File: src/timer_pkg.sv
package timer_pkg;

    localparam logic [2:0] ADDR_COUNTER_LOW = 3'h0;
    localparam logic [2:0] ADDR_COUNTER_HIGH = 3'h1;
    localparam logic [2:0] ADDR_COMPARE_A_LOW = 3'h2;
    localparam logic [2:0] ADDR_COMPARE_A_HIGH = 3'h3;
    localparam logic [2:0] ADDR_CONTROL_ZERO = 3'h4;
    localparam logic [2:0] ADDR_CONTROL_ONE = 3'h5;
    localparam logic [2:0] ADDR_FLAGS = 3'h6;

    localparam logic [7:0] RESET_BYTE = 8'h00;
    localparam logic [9:0] COUNT_MAX = 10'h3FF;

    // Control zero fields
    localparam int C0_PAUSE = 7;
    localparam int C0_CLKSEL_HI = 6;
    localparam int C0_CLKSEL_LO = 4;
    localparam int C0_ENABLE = 3;
    localparam int C0_PERIOD_HI = 2;
    localparam int C0_PERIOD_LO = 0;

    // Control one fields
    localparam int C1_MODE_HI = 7;
    localparam int C1_MODE_LO = 6;
    localparam int C1_ACTION_HI = 5;
    localparam int C1_ACTION_LO = 4;
    localparam int C1_INIT_LEVEL = 3;
    localparam int C1_INVERT = 2;
    localparam int C1_SWAP = 1;
    localparam int C1_CLEAR_SEL = 0;

    // Flag register fields, write one to clear
    localparam int FLAG_A_BIT = 0;
    localparam int FLAG_P_BIT = 1;

    localparam logic [1:0] MODE_COMPARE = 2'h0;
    localparam logic [1:0] MODE_PWM = 2'h2;
    localparam logic [1:0] MODE_TIMER = 2'h3;

    localparam logic [1:0] ACT_NONE = 2'h0;
    localparam logic [1:0] ACT_LOW = 2'h1;
    localparam logic [1:0] ACT_HIGH = 2'h2;
    localparam logic [1:0] ACT_TOGGLE = 2'h3;
    localparam logic [1:0] PWM_FORCE_INACTIVE = 2'h0;
    localparam logic [1:0] PWM_FORCE_ACTIVE = 2'h1;
    localparam logic [1:0] PWM_WAVE = 2'h2;

    localparam logic [2:0] CLK_DIV4 = 3'h0;
    localparam logic [2:0] CLK_FULL = 3'h1;
    localparam logic [2:0] CLK_HIGH_DIV16 = 3'h2;
    localparam logic [2:0] CLK_HIGH_DIV64 = 3'h3;
    localparam logic [2:0] CLK_PIN_RISE = 3'h6;
    localparam logic [2:0] CLK_PIN_FALL = 3'h7;
    localparam logic [5:0] PRESCALE_DIV4 = 6'h03;
    localparam logic [5:0] PRESCALE_DIV16 = 6'h0F;
    localparam logic [5:0] PRESCALE_DIV64 = 6'h3F;

    typedef struct packed {
        logic [2:0] addr;
        logic [7:0] wdata;
        logic wr;
        logic rd;
    } bus_req_type;

    typedef struct packed {
        logic pin_out;
        logic pin_oe;
        logic flag_a;
        logic flag_p;
    } timer_out_type;

endpackage

File: src/tick_source.sv
`timescale 1ns/10ps
`default_nettype none
// Count tick generator: prescaler and synchronised external clock pin
module tick_source
    import timer_pkg::*;
(
    input wire logic ref_clk,
    input wire logic reset,
    input wire logic [2:0] clk_select,
    input wire logic sub_tick,
    input wire logic ext_clk_pin,
    output logic tick
);

    typedef struct packed {
        logic [5:0] prescale;
        logic [2:0] sync;
        logic pin_level;
    } tick_state_type;

    tick_state_type state_reg;
    tick_state_type state_next;

    always_comb begin
        logic agree;
        logic changed;
        agree = 1'b0;
        changed = 1'b0;
        state_next = state_reg;
        state_next.prescale = 6'(state_reg.prescale + 6'h01);
        state_next.sync = {state_reg.sync[1:0], ext_clk_pin};
        // Stage 0 feeds only stage 1; decisions use stages 1 and 2
        agree = (state_reg.sync[1] == state_reg.sync[2]);
        changed = agree && (state_reg.sync[2] != state_reg.pin_level);
        if (changed) begin
            state_next.pin_level = state_reg.sync[2];
        end
        case (clk_select)
            CLK_DIV4: tick = (state_reg.prescale[1:0] == PRESCALE_DIV4[1:0]);
            CLK_FULL: tick = 1'b1;
            CLK_HIGH_DIV16: tick = (state_reg.prescale[3:0] == PRESCALE_DIV16[3:0]);
            CLK_HIGH_DIV64: tick = (state_reg.prescale == PRESCALE_DIV64);
            CLK_PIN_RISE: tick = changed && state_reg.sync[2];
            CLK_PIN_FALL: tick = changed && !state_reg.sync[2];
            default: tick = sub_tick;
        endcase
    end

    always_ff @(posedge ref_clk) begin
        if (reset) begin
            state_reg <= '0;
        end else begin
            state_reg <= state_next;
        end
    end

endmodule
`default_nettype wire

File: src/compact_timer.sv
`timescale 1ns/10ps
`default_nettype none
module compact_timer
    import timer_pkg::*;
(
    input wire logic ref_clk,
    input wire logic reset,
    input wire bus_req_type bus_req,
    output logic [7:0] rdata,
    input wire logic sub_tick,
    input wire logic ext_clk_pin,
    output timer_out_type timer_out
);

    typedef enum logic [1:0] {
        RUN_IDLE = 2'b01,
        RUN_ACTIVE = 2'b10
    } run_state_type;

    typedef struct packed {
        run_state_type run;
        logic [9:0] counter;
        logic [9:0] compare_a;
        logic [7:0] control_zero;
        logic [7:0] control_one;
        logic flag_a;
        logic flag_p;
        logic pin_level;
        logic pwm_level;
        logic [7:0] rdata;
    } timer_state_type;

    timer_state_type state_reg;
    timer_state_type state_next;
    logic tick;

    function automatic logic is_write(input bus_req_type req, input logic [2:0] addr);
        is_write = req.wr && (req.addr == addr);
    endfunction

    // Period match on the top three counter bits only
    function automatic logic period_match(input logic [9:0] count, input logic [2:0] period);
        period_match = (count[9:7] == period);
    endfunction

    tick_source tick_gen (
        .ref_clk(ref_clk),
        .reset(reset),
        .clk_select(state_reg.control_zero[C0_CLKSEL_HI:C0_CLKSEL_LO]),
        .sub_tick(sub_tick),
        .ext_clk_pin(ext_clk_pin),
        .tick(tick)
    );

    always_comb begin
        logic [1:0] mode;
        logic [1:0] action;
        logic [2:0] period;
        logic enable;
        logic running;
        logic match_a;
        logic match_p;
        logic clear;
        logic set_a;
        logic set_p;
        logic [10:0] period_len;
        logic [10:0] duty_len;
        logic [10:0] next_pos;
        logic [7:0] new_c0;
        logic wave;
        mode = state_reg.control_one[C1_MODE_HI:C1_MODE_LO];
        action = state_reg.control_one[C1_ACTION_HI:C1_ACTION_LO];
        period = state_reg.control_zero[C0_PERIOD_HI:C0_PERIOD_LO];
        enable = state_reg.control_zero[C0_ENABLE];
        running = 1'b0;
        match_a = 1'b0;
        match_p = 1'b0;
        clear = 1'b0;
        set_a = 1'b0;
        set_p = 1'b0;
        period_len = 11'h000;
        duty_len = 11'h000;
        next_pos = 11'h000;
        new_c0 = state_reg.control_zero;
        wave = 1'b0;
        state_next = state_reg;

        running = (state_reg.run == RUN_ACTIVE) && !state_reg.control_zero[C0_PAUSE] && tick;
        // Matches judged on the value the tick lands on
        next_pos = {1'b0, state_reg.counter} + 11'h001;
        match_a = (next_pos[9:0] == state_reg.compare_a) && !next_pos[10];
        // Period zero: the P match is the wrap past 3FF, so the P flag still rises
        if (period == 3'h0) begin
            match_p = next_pos[10];
        end else begin
            match_p = period_match(next_pos[9:0], period) && !next_pos[10];
        end

        if (mode == MODE_PWM) begin
            // Clear-select ignored here
            period_len = (period == 3'h0) ? 11'h400 : {1'b0, period, 7'h00};
            duty_len = {1'b0, state_reg.compare_a};
            if (state_reg.control_one[C1_SWAP]) begin
                duty_len = period_len;
                period_len = {1'b0, state_reg.compare_a};
            end
            set_a = running && match_a;
            set_p = running && match_p;
            clear = state_reg.control_one[C1_SWAP] ? match_a : match_p;
            if (period_len == 11'h000) begin
                clear = match_a;
            end
        end else begin
            if (state_reg.control_one[C1_CLEAR_SEL]) begin
                // A value zero never matches; counter wraps at 3FF
                set_a = running && match_a && (state_reg.compare_a != 10'h000);
                clear = match_a && (state_reg.compare_a != 10'h000);
            end else begin
                set_a = running && match_a;
                set_p = running && match_p;
                clear = match_p;
            end
        end

        if (running) begin
            if (clear || state_reg.counter == COUNT_MAX) begin
                state_next.counter = 10'h000;
            end else begin
                state_next.counter = next_pos[9:0];
            end
        end

        // PWM waveform, edge aligned; duty at or past period holds active
        if (running) begin
            if (clear || state_reg.counter == COUNT_MAX) begin
                wave = (duty_len != 11'h000);
            end else begin
                wave = (next_pos < duty_len) || (duty_len >= period_len);
            end
            state_next.pwm_level = wave;
        end

        case (state_reg.run)
            RUN_IDLE: begin
                if (enable) begin
                    state_next.run = RUN_ACTIVE;
                end
            end
            RUN_ACTIVE: begin
                if (!enable) begin
                    state_next.run = RUN_IDLE;
                end
            end
            default: state_next.run = RUN_IDLE;
        endcase

        if (mode == MODE_COMPARE && set_a) begin
            case (action)
                ACT_LOW: state_next.pin_level = 1'b0;
                ACT_HIGH: state_next.pin_level = 1'b1;
                ACT_TOGGLE: state_next.pin_level = !state_reg.pin_level;
                default: state_next.pin_level = state_reg.pin_level;
            endcase
        end

        // Flags: a new match beats a software clear in the same cycle
        if (is_write(bus_req, ADDR_FLAGS)) begin
            if (bus_req.wdata[FLAG_A_BIT]) begin
                state_next.flag_a = 1'b0;
            end
            if (bus_req.wdata[FLAG_P_BIT]) begin
                state_next.flag_p = 1'b0;
            end
        end
        if (set_a) begin
            state_next.flag_a = 1'b1;
        end
        if (set_p) begin
            state_next.flag_p = 1'b1;
        end

        if (is_write(bus_req, ADDR_COMPARE_A_LOW)) begin
            state_next.compare_a[7:0] = bus_req.wdata;
        end
        if (is_write(bus_req, ADDR_COMPARE_A_HIGH)) begin
            state_next.compare_a[9:8] = bus_req.wdata[1:0];
        end
        if (is_write(bus_req, ADDR_CONTROL_ONE)) begin
            state_next.control_one = bus_req.wdata;
        end
        if (is_write(bus_req, ADDR_CONTROL_ZERO)) begin
            new_c0 = bus_req.wdata;
            state_next.control_zero = new_c0;
            if (new_c0[C0_ENABLE] && !enable) begin
                state_next.counter = 10'h000;
                state_next.pin_level = state_reg.control_one[C1_INIT_LEVEL];
                state_next.pwm_level = 1'b0;
                state_next.run = RUN_IDLE;
            end
        end

        state_next.rdata = RESET_BYTE;
        if (bus_req.rd) begin
            case (bus_req.addr)
                ADDR_COUNTER_LOW: state_next.rdata = state_reg.counter[7:0];
                ADDR_COUNTER_HIGH: state_next.rdata = {6'h00, state_reg.counter[9:8]};
                ADDR_COMPARE_A_LOW: state_next.rdata = state_reg.compare_a[7:0];
                ADDR_COMPARE_A_HIGH: state_next.rdata = {6'h00, state_reg.compare_a[9:8]};
                ADDR_CONTROL_ZERO: state_next.rdata = state_reg.control_zero;
                ADDR_CONTROL_ONE: state_next.rdata = state_reg.control_one;
                ADDR_FLAGS: state_next.rdata = {6'h00, state_reg.flag_p, state_reg.flag_a};
                default: state_next.rdata = RESET_BYTE;
            endcase
        end
    end

    always_ff @(posedge ref_clk) begin
        if (reset) begin
            state_reg <= '0;
            state_reg.run <= RUN_IDLE;
        end else begin
            state_reg <= state_next;
        end
    end

    // Output pin shaping per mode
    always_comb begin
        logic [1:0] mode;
        logic active_high;
        logic level;
        mode = state_reg.control_one[C1_MODE_HI:C1_MODE_LO];
        active_high = state_reg.control_one[C1_INIT_LEVEL];
        level = 1'b0;
        timer_out.pin_oe = 1'b0;
        case (mode)
            MODE_COMPARE: begin
                level = state_reg.pin_level;
                timer_out.pin_oe = 1'b1;
            end
            MODE_PWM: begin
                timer_out.pin_oe = 1'b1;
                case (state_reg.control_one[C1_ACTION_HI:C1_ACTION_LO])
                    PWM_FORCE_INACTIVE: level = !active_high;
                    PWM_FORCE_ACTIVE: level = active_high;
                    PWM_WAVE: level = state_reg.pwm_level ? active_high : !active_high;
                    default: level = !active_high;
                endcase
            end
            default: begin
                level = 1'b0;
                timer_out.pin_oe = 1'b0;
            end
        endcase
        timer_out.pin_out = timer_out.pin_oe && (level ^ state_reg.control_one[C1_INVERT]);
        timer_out.flag_a = state_reg.flag_a;
        timer_out.flag_p = state_reg.flag_p;
    end

    assign rdata = state_reg.rdata;

endmodule
`default_nettype wire

File: config.mk
export PLATFORM = sky130hd
export DESIGN_NAME = compact_timer
export DESIGN_NICKNAME = d
export VERILOG_FILES = /design/src/timer_pkg.sv /design/src/tick_source.sv /design/src/compact_timer.sv
export SDC_FILE = /design/constraint.sdc
export NUM_CORES = 1
export LEC_CHECK = 0
export ABC_AREA = 1
export BUFFER_PORTS_ARGS = -buffer_cell sky130_fd_sc_hd__buf_2
export CAP_MARGIN = 20
export CORE_MARGIN = 8
export CORE_UTILIZATION = 54
export DETAILED_ROUTE_END_ITERATION = 16
export PLACE_DENSITY = 0.87
export SYNTH_ARGS = -nofsm -noshare
export SYNTH_HDL_FRONTEND = slang
export SYNTH_SLANG_ARGS = --single-unit
File: constraint.sdc
create_clock -name ref_clk -period 2.3 [get_ports ref_clk]
set_input_delay 0.345 -clock ref_clk [delete_from_list [all_inputs] [get_ports ref_clk]]
set_output_delay 0.345 -clock ref_clk [all_outputs]
set_load 0.005 [all_outputs]
; Word level (Yosys, flattened, before mapping)
; Cells that the tools add are included.
[op_classes]
add_sub_neg = 2
magnitude_cmp = 2
n_eq_ne = 25
n_mux = 39
n_bitwise = 2
n_reduce_logical = 42
[ops]
columns = op, count
row1 = 2-to-1 mux 11 bit, 6
row2 = one-hot mux 8 bit (7 select lines), 1
row3 = 2-to-1 mux 12 bit, 2
row4 = 2-to-1 mux 10 bit, 2
row5 = logical AND 1 bit, 19
row6 = 2-to-1 mux 1 bit, 18
row7 = "equality test 3 bit, second input constant", 5
row8 = "equality test 3 x 2 -> 1 bit, second input constant", 4
row9 = "adder 10 x 1 -> 11 bit, second input constant", 1
row10 = >= comparator 11 bit, 1
row11 = logical NOT 11 bit, 1
row12 = less-than comparator 11 bit, 1
row13 = nonzero test 11 bit, 1
row14 = equality test 10 bit, 1
row15 = "equality test 10 bit, second input constant", 1
row16 = "equality test 2 bit, second input constant", 5
row17 = 2-to-1 mux 2 bit, 5
row18 = nonzero test 10 bit, 1
row19 = logical NOT 3 bit, 3
row20 = nonzero test 2 bit, 4
row21 = "adder 6 x 1 -> 6 bit, second input constant", 1
row22 = "equality test 3 x 1 -> 1 bit, second input constant", 2
row23 = "equality test 6 bit, second input constant", 1
row24 = logical NOT 1 bit, 6
row25 = 15 further kinds, 20
[totals]
register_bits = 60
input_bits = 17
output_inout_bits = 12
wordCells = 126

; Depth between registers and ports, before layout
[depth]
word_depth = 13
ltp_mapped = 17
ltp_nobuf = 17

; Cells and area by module
; Synthesis repeated with hierarchy kept, for this count alone.
[unflattened]
hier_cells = 594
hier_area_um2 = 3958.8
[by_module_without_submodules]
columns = mod, instances, cells_per_inst, area_per_inst_um2
row1 = compact_timer, 1, 533, 3530.9
row2 = tick_source, 1, 61, 427.9

; Least setup slack after synthesis
; No wires, ideal clock.
[synth_timing]
path_kind = reg2reg
startpoint = register state_reg[13] (netlist bit)
endpoint = register state_reg[8] (netlist bit)
setup_ns = 0.116
arrival_ns = 2.119
t_required_ns = 2.184
setup_slack_ns = 0.065
stages_incl_launch_ff = 13
path_buffers = 2
period_less_slack_ns = 2.235
path_cell_list = dfxtp_1 clkbuf_1 clkbuf_1 o211ai_1 ha_1 a21oi_1 nor2_1 a211oi_1 nand4_1 a21oi_1 nand3_1 nand3_1 a21oi_1
[synth_between]
elab_chain_cells = 10
elab_cells_between_ends = 18
classes_between = order compare (2) / mux (12) / reduce/logical (4)
[synth_rtl]
columns = element, line_no
row1 = start: declaration, compact_timer.sv:33  ; timer_state_type state_reg;
row2 = start signal: assignment, compact_timer.sv:222  ; state_reg <= state_next;
row3 = "parallel branches: the longest is 6 deep, another holds >= comparator 11 bit", n/a
row4 = 2-to-1 mux 1 bit (*), compact_timer.sv:135  ; if (clear || state_reg.counter == COUNT_MAX) begin
row5 = 2-to-1 mux 1 bit (*), compact_timer.sv:134  ; if (running) begin
row6 = 2-to-1 mux 2 bit, compact_timer.sv:194  ; if (new_c0[C0_ENABLE] && !enable) begin
row7 = 2-to-1 mux 2 bit (*), compact_timer.sv:191  ; if (is_write(bus_req, ADDR_CONTROL_ZERO)) begin
; Mark *: on every way between the ends. The select of a mux whose other input is x is not followed.
; A chain may end at the register's enable or synchronous reset.

; Worst setup path after layout
; Ends and elaborated chain as after synthesis.

==> results.py <==
metrics = {
    "placement": {
        "place_ws_ps": -5.41,
        "io_buffer_count": 28,
        "place.gp.congestion": 0.981,
        "dp_hpwl_um": 9020,
    },
    "timing": {
        "report.final.setup_viol": 0,
        "worst_slew_pin_slew_ps": 509,
        "timing.hold.ws_ps": 212,
        "slew-limit-headroom_pct": 66.0,
        "hold_viol": 0,
        "worst_slack_ps": 48.8,
        "setup_tns_ps": 0,
        "min_period_ps": 2250,
        "rsz0062_at_grt": "true",
        "fin_crit_sh_pct": 97.9,
        "max_freq_ghz": 0.444,
        "final_max_slew_viol_count": 0,
        "skew_ps": 13.8,
    },
    "layout": {
        "largest_register_ffs": 40,
        "fin_util_pct": 65.4,
        "antennaDiodeCount": 0,
        "drive_gt1_share_pct": 17.4,
        "fin_nets": 656,
        "layout_common_cells": "nand2_1, inv_1, a21oi_1",
        "area_growth_pct": 17.0,
        "final_common_cell": "nand2_1",
    },
    "critical_path": {
        "cpMaxStageDelayCell": "dfxtp_1",
        "reg2regPathDepth": 12,
        "worstSetupStartpointType": "flip-flop",
        "critPathRequiredTime_ps": 2510,
        "arrival_ps": 2460,
        "crit-reg2reg-launch": "state_reg[13]$_SDFFE_PP0P_",
        "end_kind": "flip-flop",
        "path_max_fanout": 15,
        "cp_slowest_stage_delay_ps": 400,
        "path_cells": "buf_4, nor2_1, nor3_1, inv_1, ha_1, nand2_1, nor2_1, a21oi_1, a21oi_2, nand3_1, nand3_1, a21oi_1",
        "critPathKind": "reg -> reg",
        "r2r-end": "state_reg[8]$_SDFF_PP0_",
        "regToRegSetupSlack_ps": 50,
    },
    "logic_synthesis": {
        "synthCells": 569,
        "syn_nets": 613,
        "syn-mean-instance-area_um2": 6.71,
        "ys_top_cells_by_area": "dfxtp_1, nand2_1, ha_1, a21oi_1, inv_1",
        "yosysTopAreaCellShare_pct": 31.5,
        "ys_seq_area_share_pct": 31.5,
        "synth_cell_types": 33,
        "yosys_warnings": 0,
        "syn-cell-area_um2": 3820,
        "yosys.area.top_type": "dfxtp_1",
        "synth-seq-cells": 60,
    },
    "floorplanning": {
        "rows": 30,
        "coreArea_um2": 6830,
        "die_y_um": 100,
        "die_area_um2": 10000,
        "io_pins": 29,
        "die_w_um": 100,
        "initial_core_util_pct": 55.9,
    },
    "grt": {
        "grt_pass1_wl_um": 18500,
        "grtUsageTotal_pct": 23.3,
        "antenna_found_initial": 0,
        "grt_pass1_vias": 3882,
        "overflow": 0,
        "grt_max_degree": 18,
    },
    "routing": {
        "drt-total-wl_um": 12000,
        "via_per_inst": 5.95,
        "ant_nets": 0,
        "dr_total_vias": 4235,
        "firstDrtPassIters": 5,
        "drt-initial-drc-count": 403,
        "wl_per_cell_um": 16.8,
        "route.detailed.drc": 0,
    },
    "clocking": {
        "h-tree-depth": 3,
        "cts-root-buf": "clkbuf_8",
        "clk_pin_slew_ps": 70,
        "clock_latency_ps": 350,
        "cts_tree": "done",
        "cts_hold_buffers": 0,
        "cts_buffers": 9,
        "cts_sinks": 60,
        "ctsLongestPathBuffers": 2,
    },
    "worst_hold_path": {
        "holdPathStages": 3,
        "holdCritStartpoint": "ext_clk_pin",
        "hold_path.class": "in -> reg",
        "hold_end": "tick_gen.state_next[2]$_SDFF_PP0_",
    },
    "job": {
        "cap_viol_max_count": 0,
    },
    "status": {
        "outcome": "finished, final reports clean",
    },
    "pwr": {
        "p_per_area_nw_per_um2": 543,
        "ir_drop_mv": 0.425,
        "p_leak_nw": 1.92,
    },
}
[cell families (layout without fill, tap and decap cells)]
group | count (synthesis) | count (layout) | share of synthesized area, %
buffers and inverters | 104 | 150 | 11.2
DFF | 60 | 60 | 31.5
and+or+nand+nor | 244 | 245 | 28.8
AOI/OAI and AO/OA | 131 | 131 | 18.9
xor gates and xnor gates | 3 | 3 | 0.688
adders and majority gates | 27 | 27 | 8.85
[final cells by class]
type | instances | area, um2
fillers | 609 | 2370
multi-input cells | 406 | 2270
flip-flops and latches | 60 | 1200
repair buffers | 52 | 320
inverters | 82 | 314
clock buffers | 11 | 151
well taps | 96 | 120
clock inverters | 4 | 72.6
repair inverters | 1 | 7.51
[repair_timing]
item / 4_1_cts / 5_1_grt
setup buffers: 0 / 3
setup endpoints to repair: 1 / 5
gates cloned: 0 / 2
pin swaps: 0 / 6
resized for setup: 1 / 27
[worst max-delay path: cells and delay by family (launching register included)]
family	cells	cell delay, ps
DFF	1	400
adders and majority gates	1	290
AOI/OAI and AO/OA	3	300
buffers and inverters	2	400
and+or+nand+nor	6	720
[Yosys cell counts]
master    number
nand3b_2       2
nor2_1        53
a21oi_1       66
nand4_1        9
a22oi_1        1
nor3_1        17
dfxtp_1       60
clkbuf_1      12
nor2_4         4
o22ai_1        7
inv_1         79
a221oi_1       6
xor2_1         3
nor2_2         1
nand2_1      107
nand3_2        4
buf_4         10
o211ai_1       4
a41oi_1        1
nand3_1       39
clkinv_1       2
a32o_1         1
o21a_1         1
o311ai_0       2
o21ai_1        1
nand2_2        6
inv_2          1
a31oi_1        2
and3_1         1
o21ai_0       38
a211oi_1       1
ha_1          27
nor4_1         1
[metal layers]
layer	share of wire, %	global-route usage (%)	vias up
li1	-	-	1989
met1	40	28.0	1916
met2	46	37.6	275
met3	9.8	4.98	55
met4	4.3	13.3	0
met5	0	0	-
[worst max-delay path by stage]
stage	from	slack, ps	to	cells after the start
6_report	state_reg[13]$_SDFFE_PP0P_	50	state_reg[8]$_SDFF_PP0_	12
3_5_place_dp	state_reg[19]$_SDFFE_PP0P_	-5	state_reg[8]$_SDFF_PP0_	13
4_1_cts	state_reg[19]$_SDFFE_PP0P_	9	state_reg[8]$_SDFF_PP0_	14
5_1_grt	state_reg[19]$_SDFFE_PP0P_	-180	state_reg[8]$_SDFF_PP0_	14
3_3_place_gp	state_reg[19]$_SDFFE_PP0P_	80	state_reg[8]$_SDFF_PP0_	14
2_1_floorplan	state_reg[13]$_SDFFE_PP0P_	60	state_reg[8]$_SDFF_PP0_	12
[power by group]
| group | internal [W] | switching [W] | total [W] |
|---|---|---|---|
| Clock | 0.000661 | 0.000424 | 0.00108 |
| Combinational | 0.0000839 | 0.000160 | 0.000244 |
| Sequential | 0.00107 | 0.0000298 | 0.00110 |
| Total | 0.00181 | 0.000614 | 0.00243 |
[stage by stage]
step,total power (W),cells,area (um2)
5_1_grt,0.00251,712,4470
6_report,0.00243,712,4470
2_1_floorplan,0.00125,569,3820
3_5_place_dp,0.00134,692,4120
4_1_cts,0.00240,707,4340
3_3_place_gp,0.00133,692,4120
Note: power is estimated with default switching activity, not from simulation.
